--- config.mk ---
export PLATFORM = sky130hd
export DESIGN_NAME = gpm_top
export DESIGN_NICKNAME = d
export VERILOG_FILES = /design/src/design/gpm_pkg.sv /design/src/design/gpm_setclr.sv /design/src/design/gpm_wdata_mux.sv /design/src/design/gpm_top.sv
export VERILOG_INCLUDE_DIRS = /design/src /design/src/design
export SDC_FILE = /design/constraint.sdc
export NUM_CORES = 1
export LEC_CHECK = 0
export BUFFER_PORTS_ARGS = -buffer_cell sky130_fd_sc_hd__clkbuf_2
export CORE_MARGIN = 4
export CORE_UTILIZATION = 37
export CTS_BUF_LIST = sky130_fd_sc_hd__clkbuf_8
export DETAILED_ROUTE_END_ITERATION = 6
export GPL_ROUTABILITY_DRIVEN = 0
export PLACE_DENSITY = 0.67
export SETUP_SLACK_MARGIN = 0.4
export SLEW_MARGIN = 20
export SYNTH_ARGS = -nofsm -noshare
export SYNTH_HDL_FRONTEND = slang
export SYNTH_SLANG_ARGS = --single-unit
--- constraint.sdc ---
create_clock -name clk_i -period 5.5 [get_ports clk_i]
set_clock_uncertainty 0.1 [all_clocks]
set_input_delay 0.55 -clock clk_i [delete_from_list [all_inputs] [get_ports clk_i]]
set_output_delay 0.55 -clock clk_i [all_outputs]
set_load 0.01 [all_outputs]
--- src/design/gpm_cfg.svh ---
/*
 * offsets, reset values and constants for the gpio pull-up,
 * function select and output write mask slice.
 * assumes inclusion by bare name from the package and design modules.
 */
`ifndef GPM_CFG_SVH
`define GPM_CFG_SVH

// ----------------------------------------
// register byte offsets
// ----------------------------------------
`define GPM_OFF_PULL_UP_DISABLE 12'h000
`define GPM_OFF_PULL_UP_ENABLE 12'h004
`define GPM_OFF_PULL_UP_STATUS 12'h008
`define GPM_OFF_FUNCTION_A_SELECT 12'h00C
`define GPM_OFF_FUNCTION_B_SELECT 12'h010
`define GPM_OFF_FUNCTION_SELECT_STATUS 12'h014
`define GPM_OFF_OUTPUT_WRITE_MASK_SET 12'h018
`define GPM_OFF_OUTPUT_WRITE_MASK_CLEAR 12'h01C
`define GPM_OFF_OUTPUT_WRITE_MASK_STATUS 12'h020
`define GPM_OFF_OUTPUT_DATA_STATUS 12'h024

// ----------------------------------------
// reset values
// ----------------------------------------
`define GPM_RST_PULL_UP_ON 32'hFFFF_FFFF
`define GPM_RST_FUNC_B 32'h0000_0000
`define GPM_RST_WRITE_MASK 32'h0000_0000
`define GPM_RST_OUTPUT_DATA 32'h0000_0000

// ----------------------------------------
// bus answers, address width and line count
// ----------------------------------------
`define GPM_RESP_OKAY 2'h0
`define GPM_RESP_SLVERR 2'h2
`define GPM_ADDR_W 12
`define GPM_LINES 32

`endif

--- src/design/gpm_pkg.sv ---
/*
 * types for the gpio pull-up, function select and write mask slice.
 * assumes gpm_cfg.svh is on the include path.
 */
`include "gpm_cfg.svh"

package gpm_pkg;

	// ----------------------------------------
	// decoded register write
	// ----------------------------------------
	typedef struct packed {
		logic pu_dis;
		logic pu_en;
		logic fa_sel;
		logic fb_sel;
		logic wm_set;
		logic wm_clr;
		logic od_wr;
	} gpm_wsel_t;

	// ----------------------------------------
	// line state: the three words seen by the pad side plus the write mask
	// ----------------------------------------
	typedef struct packed {
		logic [`GPM_LINES-1:0] pull_up_on;
		logic [`GPM_LINES-1:0] func_b;
		logic [`GPM_LINES-1:0] write_mask;
		logic [`GPM_LINES-1:0] out_data;
	} gpm_lines_t;

	typedef enum logic [2:0] {
		GPM_W_IDLE = 3'b001,
		GPM_W_RESP = 3'b010,
		GPM_W_WAIT = 3'b100
	} gpm_wstate_t;

endpackage

--- src/design/gpm_setclr.sv ---
/*
 * one stored bit per line, set by one strobe word and cleared by another.
 * assumes strobes and data come from the same clock domain.
 */
`timescale 1ns/1ns

module gpm_setclr
	import gpm_pkg::*;
#(
	parameter int WIDTH = 32,
	parameter logic [WIDTH-1:0] RESET_VAL = '0
) (
	// clock and reset
	input wire logic clk_i,
	input wire logic rst_i,
	// strobes
	input wire logic set_i,
	input wire logic clr_i,
	input wire logic [WIDTH-1:0] data_i,
	// stored bits
	output logic [WIDTH-1:0] q_o
);

	always_ff @(posedge clk_i) begin
		if (rst_i) begin
			q_o <= RESET_VAL;
		end else if (set_i) begin
			q_o <= q_o | data_i;
		end else if (clr_i) begin
			q_o <= q_o & ~data_i;
		end
	end
endmodule

--- src/design/gpm_wdata_mux.sv ---
/*
 * masked update of the output data word from a direct write.
 * assumes purely combinational use inside the top module.
 */
`timescale 1ns/1ns

module gpm_wdata_mux
	import gpm_pkg::*;
#(
	parameter int WIDTH = 32
) (
	// operands
	input wire logic [WIDTH-1:0] cur_i,
	input wire logic [WIDTH-1:0] wdata_i,
	input wire logic [WIDTH-1:0] mask_i,
	input wire logic [3:0] strb_i,
	// result
	output logic [WIDTH-1:0] next_o
);

	logic [WIDTH-1:0] lane;

	always_comb begin
		lane = '0;
		for (int i = 0; i < WIDTH; i++) begin
			lane[i] = strb_i[i/8];
		end
	end

	assign next_o = (cur_i & ~(mask_i & lane)) | (wdata_i & mask_i & lane);

endmodule

--- src/design/gpm_top.sv ---
/*
 * gpio pull-up control, function a/b select and output write mask slice,
 * with an axi4-lite register slave.
 * assumes a single clock, synchronous active-high reset and a master that
 * keeps valid and payload stable until taken.
 */
`timescale 1ns/1ns
`include "gpm_cfg.svh"

module gpm_top
	import gpm_pkg::*;
#(
	parameter int LINES = `GPM_LINES
) (
	// clock and reset
	input wire logic clk_i,
	input wire logic rst_i,
	// axi4-lite write address
	input wire logic [`GPM_ADDR_W-1:0] s_axi_awaddr_i,
	input wire logic s_axi_awvalid_i,
	output logic s_axi_awready_o,
	// axi4-lite write data
	input wire logic [31:0] s_axi_wdata_i,
	input wire logic [3:0] s_axi_wstrb_i,
	input wire logic s_axi_wvalid_i,
	output logic s_axi_wready_o,
	// axi4-lite write response
	output logic [1:0] s_axi_bresp_o,
	output logic s_axi_bvalid_o,
	input wire logic s_axi_bready_i,
	// axi4-lite read address
	input wire logic [`GPM_ADDR_W-1:0] s_axi_araddr_i,
	input wire logic s_axi_arvalid_i,
	output logic s_axi_arready_o,
	// axi4-lite read data
	output logic [31:0] s_axi_rdata_o,
	output logic [1:0] s_axi_rresp_o,
	output logic s_axi_rvalid_o,
	input wire logic s_axi_rready_i,
	// pad side
	output logic [LINES-1:0] pull_up_on_o,
	output logic [LINES-1:0] func_b_sel_o,
	output logic [LINES-1:0] line_bits_o
);

	// ----------------------------------------
	// decode helpers
	// ----------------------------------------
	function automatic gpm_wsel_t wdecode(input logic [`GPM_ADDR_W-1:0] a);
		gpm_wsel_t s;
		s = '0;
		unique case ({a[`GPM_ADDR_W-1:2], 2'b00})
			`GPM_OFF_PULL_UP_DISABLE: s.pu_dis = 1'b1;
			`GPM_OFF_PULL_UP_ENABLE: s.pu_en = 1'b1;
			`GPM_OFF_FUNCTION_A_SELECT: s.fa_sel = 1'b1;
			`GPM_OFF_FUNCTION_B_SELECT: s.fb_sel = 1'b1;
			`GPM_OFF_OUTPUT_WRITE_MASK_SET: s.wm_set = 1'b1;
			`GPM_OFF_OUTPUT_WRITE_MASK_CLEAR: s.wm_clr = 1'b1;
			`GPM_OFF_OUTPUT_DATA_STATUS: s.od_wr = 1'b1;
			default: s = '0;
		endcase
		return s;
	endfunction

	function automatic logic full_word(input logic [3:0] st);
		return st == 4'hF;
	endfunction

	// ----------------------------------------
	// write channel
	// ----------------------------------------
	gpm_wstate_t wstate;
	logic aw_held;
	logic w_held;
	logic [`GPM_ADDR_W-1:0] aw_addr;
	logic [31:0] w_data;
	logic [3:0] w_strb;
	logic wr_go;
	gpm_wsel_t wsel;
	logic wr_ok;
	logic [LINES-1:0] wdat;

	assign s_axi_awready_o = (wstate == GPM_W_IDLE) && !aw_held;
	assign s_axi_wready_o = (wstate == GPM_W_IDLE) && !w_held;
	assign wr_go = (wstate == GPM_W_IDLE) && (aw_held || s_axi_awvalid_i) && (w_held || s_axi_wvalid_i);

	logic [`GPM_ADDR_W-1:0] cur_awaddr;
	logic [31:0] cur_wdata;
	logic [3:0] cur_wstrb;
	assign cur_awaddr = aw_held ? aw_addr : s_axi_awaddr_i;
	assign cur_wdata = w_held ? w_data : s_axi_wdata_i;
	assign cur_wstrb = w_held ? w_strb : s_axi_wstrb_i;
	assign wsel = wr_go ? wdecode(cur_awaddr) : '0;
	assign wdat = cur_wdata[LINES-1:0];
	// set/clear registers act only on a full word; output data honours strobes
	assign wr_ok = (wsel.od_wr) || full_word(cur_wstrb);

	always_ff @(posedge clk_i) begin
		if (rst_i) begin
			aw_held <= 1'b0;
			aw_addr <= '0;
		end else if (wr_go) begin
			aw_held <= 1'b0;
		end else if (s_axi_awvalid_i && s_axi_awready_o) begin
			aw_held <= 1'b1;
			aw_addr <= s_axi_awaddr_i;
		end
	end

	always_ff @(posedge clk_i) begin
		if (rst_i) begin
			w_held <= 1'b0;
			w_data <= '0;
			w_strb <= '0;
		end else if (wr_go) begin
			w_held <= 1'b0;
		end else if (s_axi_wvalid_i && s_axi_wready_o) begin
			w_held <= 1'b1;
			w_data <= s_axi_wdata_i;
			w_strb <= s_axi_wstrb_i;
		end
	end

	always_ff @(posedge clk_i) begin
		if (rst_i) begin
			wstate <= GPM_W_IDLE;
			s_axi_bvalid_o <= 1'b0;
			s_axi_bresp_o <= `GPM_RESP_OKAY;
		end else begin
			unique case (wstate)
				GPM_W_IDLE: begin
					if (wr_go) begin
						wstate <= GPM_W_RESP;
						s_axi_bvalid_o <= 1'b1;
						s_axi_bresp_o <= (wdecode(cur_awaddr) != '0) ? `GPM_RESP_OKAY : `GPM_RESP_SLVERR;
					end
				end
				GPM_W_RESP: begin
					if (s_axi_bready_i) begin
						wstate <= GPM_W_IDLE;
						s_axi_bvalid_o <= 1'b0;
					end
				end
				GPM_W_WAIT: begin
					wstate <= GPM_W_IDLE;
				end
			endcase
		end
	end

	// ----------------------------------------
	// line state
	// ----------------------------------------
	logic [LINES-1:0] pull_up_on;
	logic [LINES-1:0] func_b;
	logic [LINES-1:0] write_mask;
	logic [LINES-1:0] out_data;
	logic [LINES-1:0] next_out_data;

	gpm_setclr #(.WIDTH(LINES), .RESET_VAL(`GPM_RST_PULL_UP_ON)) u_pull_up (
		.clk_i(clk_i),
		.rst_i(rst_i),
		.set_i(wsel.pu_en && wr_ok),
		.clr_i(wsel.pu_dis && wr_ok),
		.data_i(wdat),
		.q_o(pull_up_on)
	);

	// function b set, function a clear
	gpm_setclr #(.WIDTH(LINES), .RESET_VAL(`GPM_RST_FUNC_B)) u_func_sel (
		.clk_i(clk_i),
		.rst_i(rst_i),
		.set_i(wsel.fb_sel && wr_ok),
		.clr_i(wsel.fa_sel && wr_ok),
		.data_i(wdat),
		.q_o(func_b)
	);

	gpm_setclr #(.WIDTH(LINES), .RESET_VAL(`GPM_RST_WRITE_MASK)) u_write_mask (
		.clk_i(clk_i),
		.rst_i(rst_i),
		.set_i(wsel.wm_set && wr_ok),
		.clr_i(wsel.wm_clr && wr_ok),
		.data_i(wdat),
		.q_o(write_mask)
	);

	gpm_wdata_mux #(.WIDTH(LINES)) u_wdata_mux (
		.cur_i(out_data),
		.wdata_i(wdat),
		.mask_i(write_mask),
		.strb_i(cur_wstrb),
		.next_o(next_out_data)
	);

	always_ff @(posedge clk_i) begin
		if (rst_i) begin
			out_data <= `GPM_RST_OUTPUT_DATA;
		end else if (wsel.od_wr) begin
			out_data <= next_out_data;
		end
	end

	assign pull_up_on_o = pull_up_on;
	assign func_b_sel_o = func_b;
	assign line_bits_o = out_data;

	// ----------------------------------------
	// read channel
	// ----------------------------------------
	logic [31:0] rd_word;
	logic rd_hit;

	always_comb begin
		rd_word = '0;
		rd_hit = 1'b1;
		unique case ({s_axi_araddr_i[`GPM_ADDR_W-1:2], 2'b00})
			`GPM_OFF_PULL_UP_STATUS: rd_word[LINES-1:0] = ~pull_up_on;
			`GPM_OFF_FUNCTION_SELECT_STATUS: rd_word[LINES-1:0] = func_b;
			`GPM_OFF_OUTPUT_WRITE_MASK_STATUS: rd_word[LINES-1:0] = write_mask;
			`GPM_OFF_OUTPUT_DATA_STATUS: rd_word[LINES-1:0] = out_data;
			default: rd_hit = 1'b0;
		endcase
	end

	assign s_axi_arready_o = !s_axi_rvalid_o;

	always_ff @(posedge clk_i) begin
		if (rst_i) begin
			s_axi_rvalid_o <= 1'b0;
			s_axi_rdata_o <= '0;
			s_axi_rresp_o <= `GPM_RESP_OKAY;
		end else if (s_axi_arvalid_i && s_axi_arready_o) begin
			s_axi_rvalid_o <= 1'b1;
			s_axi_rdata_o <= rd_word;
			s_axi_rresp_o <= rd_hit ? `GPM_RESP_OKAY : `GPM_RESP_SLVERR;
		end else if (s_axi_rready_i) begin
			s_axi_rvalid_o <= 1'b0;
		end
	end
endmodule

==> flow_metrics.py, run 1 <==
metrics = {
    "clock_tree": {
        "clk-insertion-delay-late_ns": 0.52,
        "clock-sinks": 214,
        "cts_tree": "built",
        "cts.repair.resized": 0,
        "clk_path_buf_depth": 3,
        "htree_levels": 2,
        "clkTransAtPathRegs_ns": 0.06,
        "cts_setup_buffers": 0,
        "hold_buffers": 0,
        "cts_buffers": 37,
        "cts_root_buf": "clkbuf_8",
    },
    "cells_and_area": {
        "antenna_cells": 0,
        "fin_nets": 1311,
        "drive_gt1_share_pct": 22.76,
        "multi_input_area_sq_um": 4930,
        "regArea_sq_um": 4285,
        "area_delta_synth_final_pct": 19.61,
        "fillers": 2452,
        "final_cell_area_sq_um": 11570,
    },
    "routing": {
        "routed_via_density": 5.720,
        "drc_errors": 0,
        "wl_per_cell_um": 20.51,
        "drt-total-wl_um": 32640,
        "route.vias.total": 9101,
        "dr.first_iter.drc_count": 629,
        "firstDrtPassIters": 5,
        "ant_nets": 0,
    },
    "power": {
        "seqPwrFrac_pct": 48.1,
        "p_total_mw": 3.345,
        "leakagePower_nw": 4.379,
        "clockPowerShare_pct": 39.7,
        "powerDensity_nw_per_um2": 289.0,
        "p_int_mw": 2.397,
        "vdd_drop_max_mv": 0.1981,
        "power.switching_mw": 0.9480,
        "combPwrFrac_pct": 12.2,
        "sw_frac_of_total_pct": 28.34,
    },
    "setup_path": {
        "r2r_start": "aw_held$_SDFFE_PP0P_",
        "rr_worst_depth": 6,
        "path_class": "reg -> reg",
        "worst_path_most_repeated_cell": "buf_4",
        "arrival_ns": 3.99,
        "worst_path_max_delay_cell": "dfxtp_1",
        "required_ns": 5.83,
        "slowest_delay_ns": 0.96,
        "path_max_fanout": 34,
        "cp-end-kind": "flip-flop",
        "critPathLaunchType": "flip-flop",
        "r2r_slack_ns": 1.84,
        "path_cells": "nand3_2 -> a21o_1 -> buf_4 -> or4_1 -> buf_4 -> o22ai_1",
        "path_buf_inv": 2,
        "path_delay_family": "simple AND/OR/NAND/NOR gates",
    },
    "logic_synthesis": {
        "synthTopCellsByArea": "dfxtp_1, mux2i_1, nand2_1",
        "ys_seq_area_share_pct": 44.28,
        "async_flop_share_pct": 0,
        "syn_inst": 1089,
        "synth_flop_cell": "dfxtp_1",
        "ys_types": 51,
        "syn-cell-area_sq_um": 9674,
        "synth-edff-count": 0,
        "synth.most_common_cell": "dfxtp_1",
        "yosysTopAreaCell": "dfxtp_1",
        "ys_seq_elements": 214,
        "synth_common_cells": "dfxtp_1, nand2_1, mux2i_1, clkbuf_1, a21oi_1",
        "ys_warn_count": 0,
        "yosysTopAreaCellShare_pct": 44.28,
        "syn_avg_cell_area_sq_um": 8.884,
    },
    "floorplan": {
        "die-area_sq_um": 28800,
        "die_x_um": 169.7,
        "core_sq_um": 25470,
        "die_y_um": 169.7,
        "rows": 58,
        "start_util_pct": 37.98,
        "pin_count": 204,
    },
    "placement": {
        "placed_area_sq_um": 10900,
        "pre_cts_ws_ns": 1.867,
        "dp_hpwl_um": 20930,
        "port_buffers": 197,
    },
    "timing": {
        "slew_viol_final": 0,
        "rsz0062_at_grt": "false",
        "timing.hold.ws_ns": 0.1107,
        "tightest_slew_ns": 1.166,
        "setup_viol": 0,
        "post-route-period-util_pct": 66.48,
        "setup_ws_ns": 1.844,
        "fin_crit_ns": 3.656,
        "setup_tns_ns": 0,
        "fmax_ghz": 0.2735,
        "slew-limit-headroom_pct": 22.10,
        "hold_violations": 0,
    },
    "worst_hold_path": {
        "hold_path_depth": 2,
        "hold_path_class": "in -> reg",
        "hp-start": "s_axi_rready_i",
        "whs_endpoint": "s_axi_rvalid_o$_SDFFE_PP0P_",
    },
    "global_route": {
        "grt_pass1_vias": 8553,
        "grt_pass1_wl_um": 50030,
        "grt_max_degree": 85,
        "antenna_found_initial": 2,
        "grt_usage_pct": 21.66,
        "overflow": 0,
    },
    "run_status": {
        "outcome": "finished, final reports clean",
    },
    "run": {
        "drv_cap": 0,
    },
}
final cells by class:
class	count	area share, %
clock buffer	42	4.996
multi-input combinational	738	42.60
tap	330	3.568
sequential	214	37.04
clock inverter	14	0.5407
timing repair buffer	214	9.991
inverter	39	1.265
stage by stage:
stage	std cells	utilization (%)
3_5_place_dp	1534	42.80
4_1_cts	1590	45.32
2_1_floorplan	1090	-
6_report	1591	45.43
3_3_place_gp	1533	42.70
5_1_grt	1591	45.43
routing by layer:
layer  global-route usage [%]  share of wire (%)
met5                        0              0.083
met4                    7.210                2.5
met2                    34.78                 46
met1                    28.93                 44
met3                    4.822                7.3
power groups by stage:
stage	combinational [mW]	sequential [mW]	clock, mW
2_1_floorplan	0.268	1.63	0
3_3_place_gp	0.388	1.64	0
3_5_place_dp	0.400	1.64	0
4_1_cts	0.401	1.61	1.36
5_1_grt	0.444	1.61	1.44
6_report	0.406	1.61	1.33
placed cells by master (no fill, tap or decap), types with 4 or more instances in the layout:
master	Yosys	final
o211ai_1	33	33
o21ai_0	32	32
nor3_1	8	8
clkbuf_8	0	42
nand3b_1	5	5
nor4_1	33	33
a311oi_1	32	32
inv_1	39	48
dfxtp_1	214	213
nor2_1	57	55
o2bb2ai_1	33	33
nand2_1	172	172
o22ai_1	32	32
a21oi_1	76	74
a211oi_1	35	33
a2111oi_4	4	4
nor2b_1	4	4
mux2i_1	112	111
a221oi_1	32	32
clkbuf_2	0	196
buf_4	2	16
cell families after synthesis:
| group | after synthesis | synth area share, % |
|---|---|---|
| simple gates | 300 | 13.97 |
| other cells | 1 | 0.03876 |
| buf+inv | 138 | 5.781 |
| mux | 112 | 11.59 |
| compound gates | 324 | 24.34 |
| flops | 214 | 44.28 |
worst max-delay path by stage:
stage                         startpoint   endpoint  slack (ns)  cells after the start
global route        aw_held$_SDFFE_PP0P_  flip-flop        1.65                      6
floorplan              s_axi_awaddr_i[5]  flip-flop        3.00                      7
CTS                 aw_held$_SDFFE_PP0P_  flip-flop        1.86                      6
detailed placement  aw_held$_SDFFE_PP0P_  flip-flop        1.87                      6
finish              aw_held$_SDFFE_PP0P_  flip-flop        1.84                      6
global placement    aw_held$_SDFFE_PP0P_  flip-flop        1.94                      6
Note: power is estimated with default switching activity, not from simulation.
==> run 2, diff against run 1 <==
--- a/config.mk
+++ b/config.mk
@@ -12,7 +12,7 @@
 export CTS_BUF_LIST = sky130_fd_sc_hd__clkbuf_8
 export DETAILED_ROUTE_END_ITERATION = 6
 export GPL_ROUTABILITY_DRIVEN = 0
-export PLACE_DENSITY = 0.67
+export PLACE_DENSITY = 0.69
 export SETUP_SLACK_MARGIN = 0.4
 export SLEW_MARGIN = 20
 export SYNTH_ARGS = -nofsm -noshare
==> constraint.sdc (replaced) <==
create_clock -name clk_i -period 2.9 [get_ports clk_i]
set_clock_uncertainty 0.1 [all_clocks]
set_input_delay 0.29 -clock clk_i [delete_from_list [all_inputs] [get_ports clk_i]]
set_output_delay 0.29 -clock clk_i [all_outputs]
set_load 0.01 [all_outputs]
==> flow_metrics.py, run 2 (synthesized netlist as in run 1, its figures left out) <==
metrics = {
    "run_status": {
        "outcome": "finished, final reports clean",
    },
    "routing": {
        "route.vias.total": 9450,
        "dr.first_iter.drc_count": 647,
        "routed_via_density": 5.615,
        "drc_errors": 0,
        "drt-total-wl_um": 33030,
        "wl_per_cell_um": 19.63,
        "ant_nets": 0,
        "firstDrtPassIters": 5,
    },
    "cells_and_area": {
        "fin_nets": 1394,
        "drive_gt1_share_pct": 23.78,
        "layout_commonest_cell": "dfxtp_1",
        "final_cell_mix": "dfxtp_1, clkbuf_2, nand2_1",
        "area_delta_synth_final_pct": 28.26,
    },
    "power": {
        "clockPowerShare_pct": 39.6,
        "vdd_drop_max_mv": 0.3156,
        "combPwrFrac_pct": 13.5,
        "sw_frac_of_total_pct": 27.88,
        "p_int_mw": 4.678,
        "power.switching_mw": 1.809,
        "powerDensity_nw_per_um2": 522.8,
        "p_total_mw": 6.487,
        "leakagePower_nw": 4.815,
        "seqPwrFrac_pct": 46.9,
    },
    "floorplan": {
        "rows": 58,
        "die-area_sq_um": 28800,
        "die_x_um": 169.7,
        "core_sq_um": 25470,
        "pin_count": 204,
        "start_util_pct": 37.98,
        "die_y_um": 169.7,
    },
    "setup_path": {
        "path_class": "in -> reg",
        "required_ns": 3.21,
        "path_max_fanout": 8,
        "cp-end-kind": "flip-flop",
        "rr_worst_depth": 8,
        "critPathLaunchType": "input port",
        "r2r_slack_ns": 0.50,
        "arrival_ns": 2.75,
        "r2r_start": "aw_addr[2]$_SDFFE_PP0P_",
        "r2r_end": "line_bits_o[22]$_SDFFE_PP0P_",
    },
    "clock_tree": {
        "cts_tree": "built",
        "cts_buffers": 39,
        "clock-sinks": 214,
        "cts_root_buf": "clkbuf_8",
        "htree_levels": 2,
        "clkTransAtPathRegs_ns": 0.06,
        "clk-insertion-delay-late_ns": 0.51,
        "clk_path_buf_depth": 3,
    },
    "worst_hold_path": {
        "whs_endpoint": "aw_addr[3]$_SDFFE_PP0P_",
        "hp-start": "s_axi_awaddr_i[3]",
        "hold_path_class": "in -> reg",
        "hold_path_depth": 3,
    },
    "placement": {
        "port_buffers": 197,
        "dp_hpwl_um": 21570,
    },
    "timing": {
        "slew-limit-headroom_pct": 44.82,
        "fin_crit_ns": 2.441,
        "post-route-period-util_pct": 84.19,
        "slew_viol_final": 0,
        "hold_violations": 0,
        "setup_tns_ns": 0,
        "tightest_slew_ns": 0.8277,
        "setup_viol": 0,
        "fmax_ghz": 0.4096,
        "rsz0062_at_grt": "true",
    },
    "global_route": {
        "grt_pass1_wl_um": 51340,
        "grt_max_degree": 57,
        "overflow": 0,
        "antenna_found_initial": 2,
        "grt_usage_pct": 22.00,
        "grt_pass1_vias": 9174,
    },
    "run": {
        "drv_cap": 0,
    },
}
## run 2: cell types whose count changed in the layout (fill, tap and decap cells not counted), moves of 3 or more
cell,delta
diode_2,+3
inv_1,+7
buf_6,+3
dlygate4sd3_1,+50
buf_4,+26
buf_12,+4
## run 2: cell type report
class	count	area (sq um)
Antenna cell	3	7.507
Clock buffer	44	605.6
Clock inverter	20	81.33
Fill cell	2426	13060
Inverter	39	146.4
Multi-Input combinational cell	738	4954
Sequential cell	214	4290
Tap cell	330	412.9
Timing Repair Buffer	295	1911
## run 2: how the worst max path moves through the flow
| stage | endpoint | cells past startpoint | from | slack [ns] |
|---|---|---|---|---|
| floorplan | flip-flop | 7 | aw_held$_SDFFE_PP0P_ | 0.55 |
| global placement | flip-flop | 6 | aw_addr[2]$_SDFFE_PP0P_ | 0.37 |
| detailed placement | flip-flop | 6 | aw_addr[2]$_SDFFE_PP0P_ | 0.32 |
| CTS | flip-flop | 6 | aw_held$_SDFFE_PP0P_ | 0.41 |
| global route | line_bits_o[16]$_SDFFE_PP0P_ | 10 | s_axi_awaddr_i[5] | 0.36 |
| finish | line_bits_o[22]$_SDFFE_PP0P_ | 10 | s_axi_awaddr_i[5] | 0.46 |
## run 2: stage by stage
| stage | setup WS, ns | util, % | cell area (sq um) | hold slack [ns] | cells |
|---|---|---|---|---|---|
| 2_1_floorplan | 0.5521 | - | 9678 | 0.2890 | 1090 |
| 3_3_place_gp | 0.3725 | 43.55 | 11090 | 0.3342 | 1559 |
| 3_5_place_dp | 0.3201 | 43.55 | 11090 | 0.3421 | 1559 |
| 4_1_cts | 0.4060 | 48.31 | 12310 | 0.005134 | 1674 |
| 5_1_grt | 0.3575 | 48.70 | 12410 | 0.02004 | 1682 |
| 6_report | 0.4586 | 48.71 | 12410 | 0.05003 | 1683 |
## run 2: metal layers
metal | vias up | wire length, um | track usage, % | part of all wire, %
met2 | 405 | 15250 | 35.72 | 46
li1 | 4501 | - | - | -
met3 | 61 | 2713 | 4.472 | 8.2
met1 | 4483 | 14230 | 29.32 | 43
met5 | - | 0 | 0 | 0
met4 | 0 | 835 | 7.350 | 2.5
## run 2: power by group through the flow
stage | Clock (mW) | Sequential (mW) | Combinational, mW
after floorplan | 0 | 3.09 | 0.508
after global placement | 0 | 3.10 | 0.781
after detailed placement | 0 | 3.10 | 0.792
after CTS | 2.64 | 3.04 | 0.854
after global routing | 2.77 | 3.05 | 0.950
final | 2.57 | 3.04 | 0.873
## run 2: worst max-delay path: stages
cell,delay (ns)
dlygate4sd3_1,0.54
clkbuf_2,0.16
nand3b_1,0.12
a2111o_2,0.50
buf_12,0.17
a2111oi_4,0.32
buf_4,0.19
buf_6,0.15
a21oi_1,0.07
a311oi_1,0.23
## run 2: timing repair
item,4_1_cts,5_1_grt
hold buffers,50,0
pin swaps,1,5
cloned,0,1
endpoints found under the hold margin,49,0
resized for setup,2,10
endpoints found under the setup margin,50,82
buffers inserted,1,5
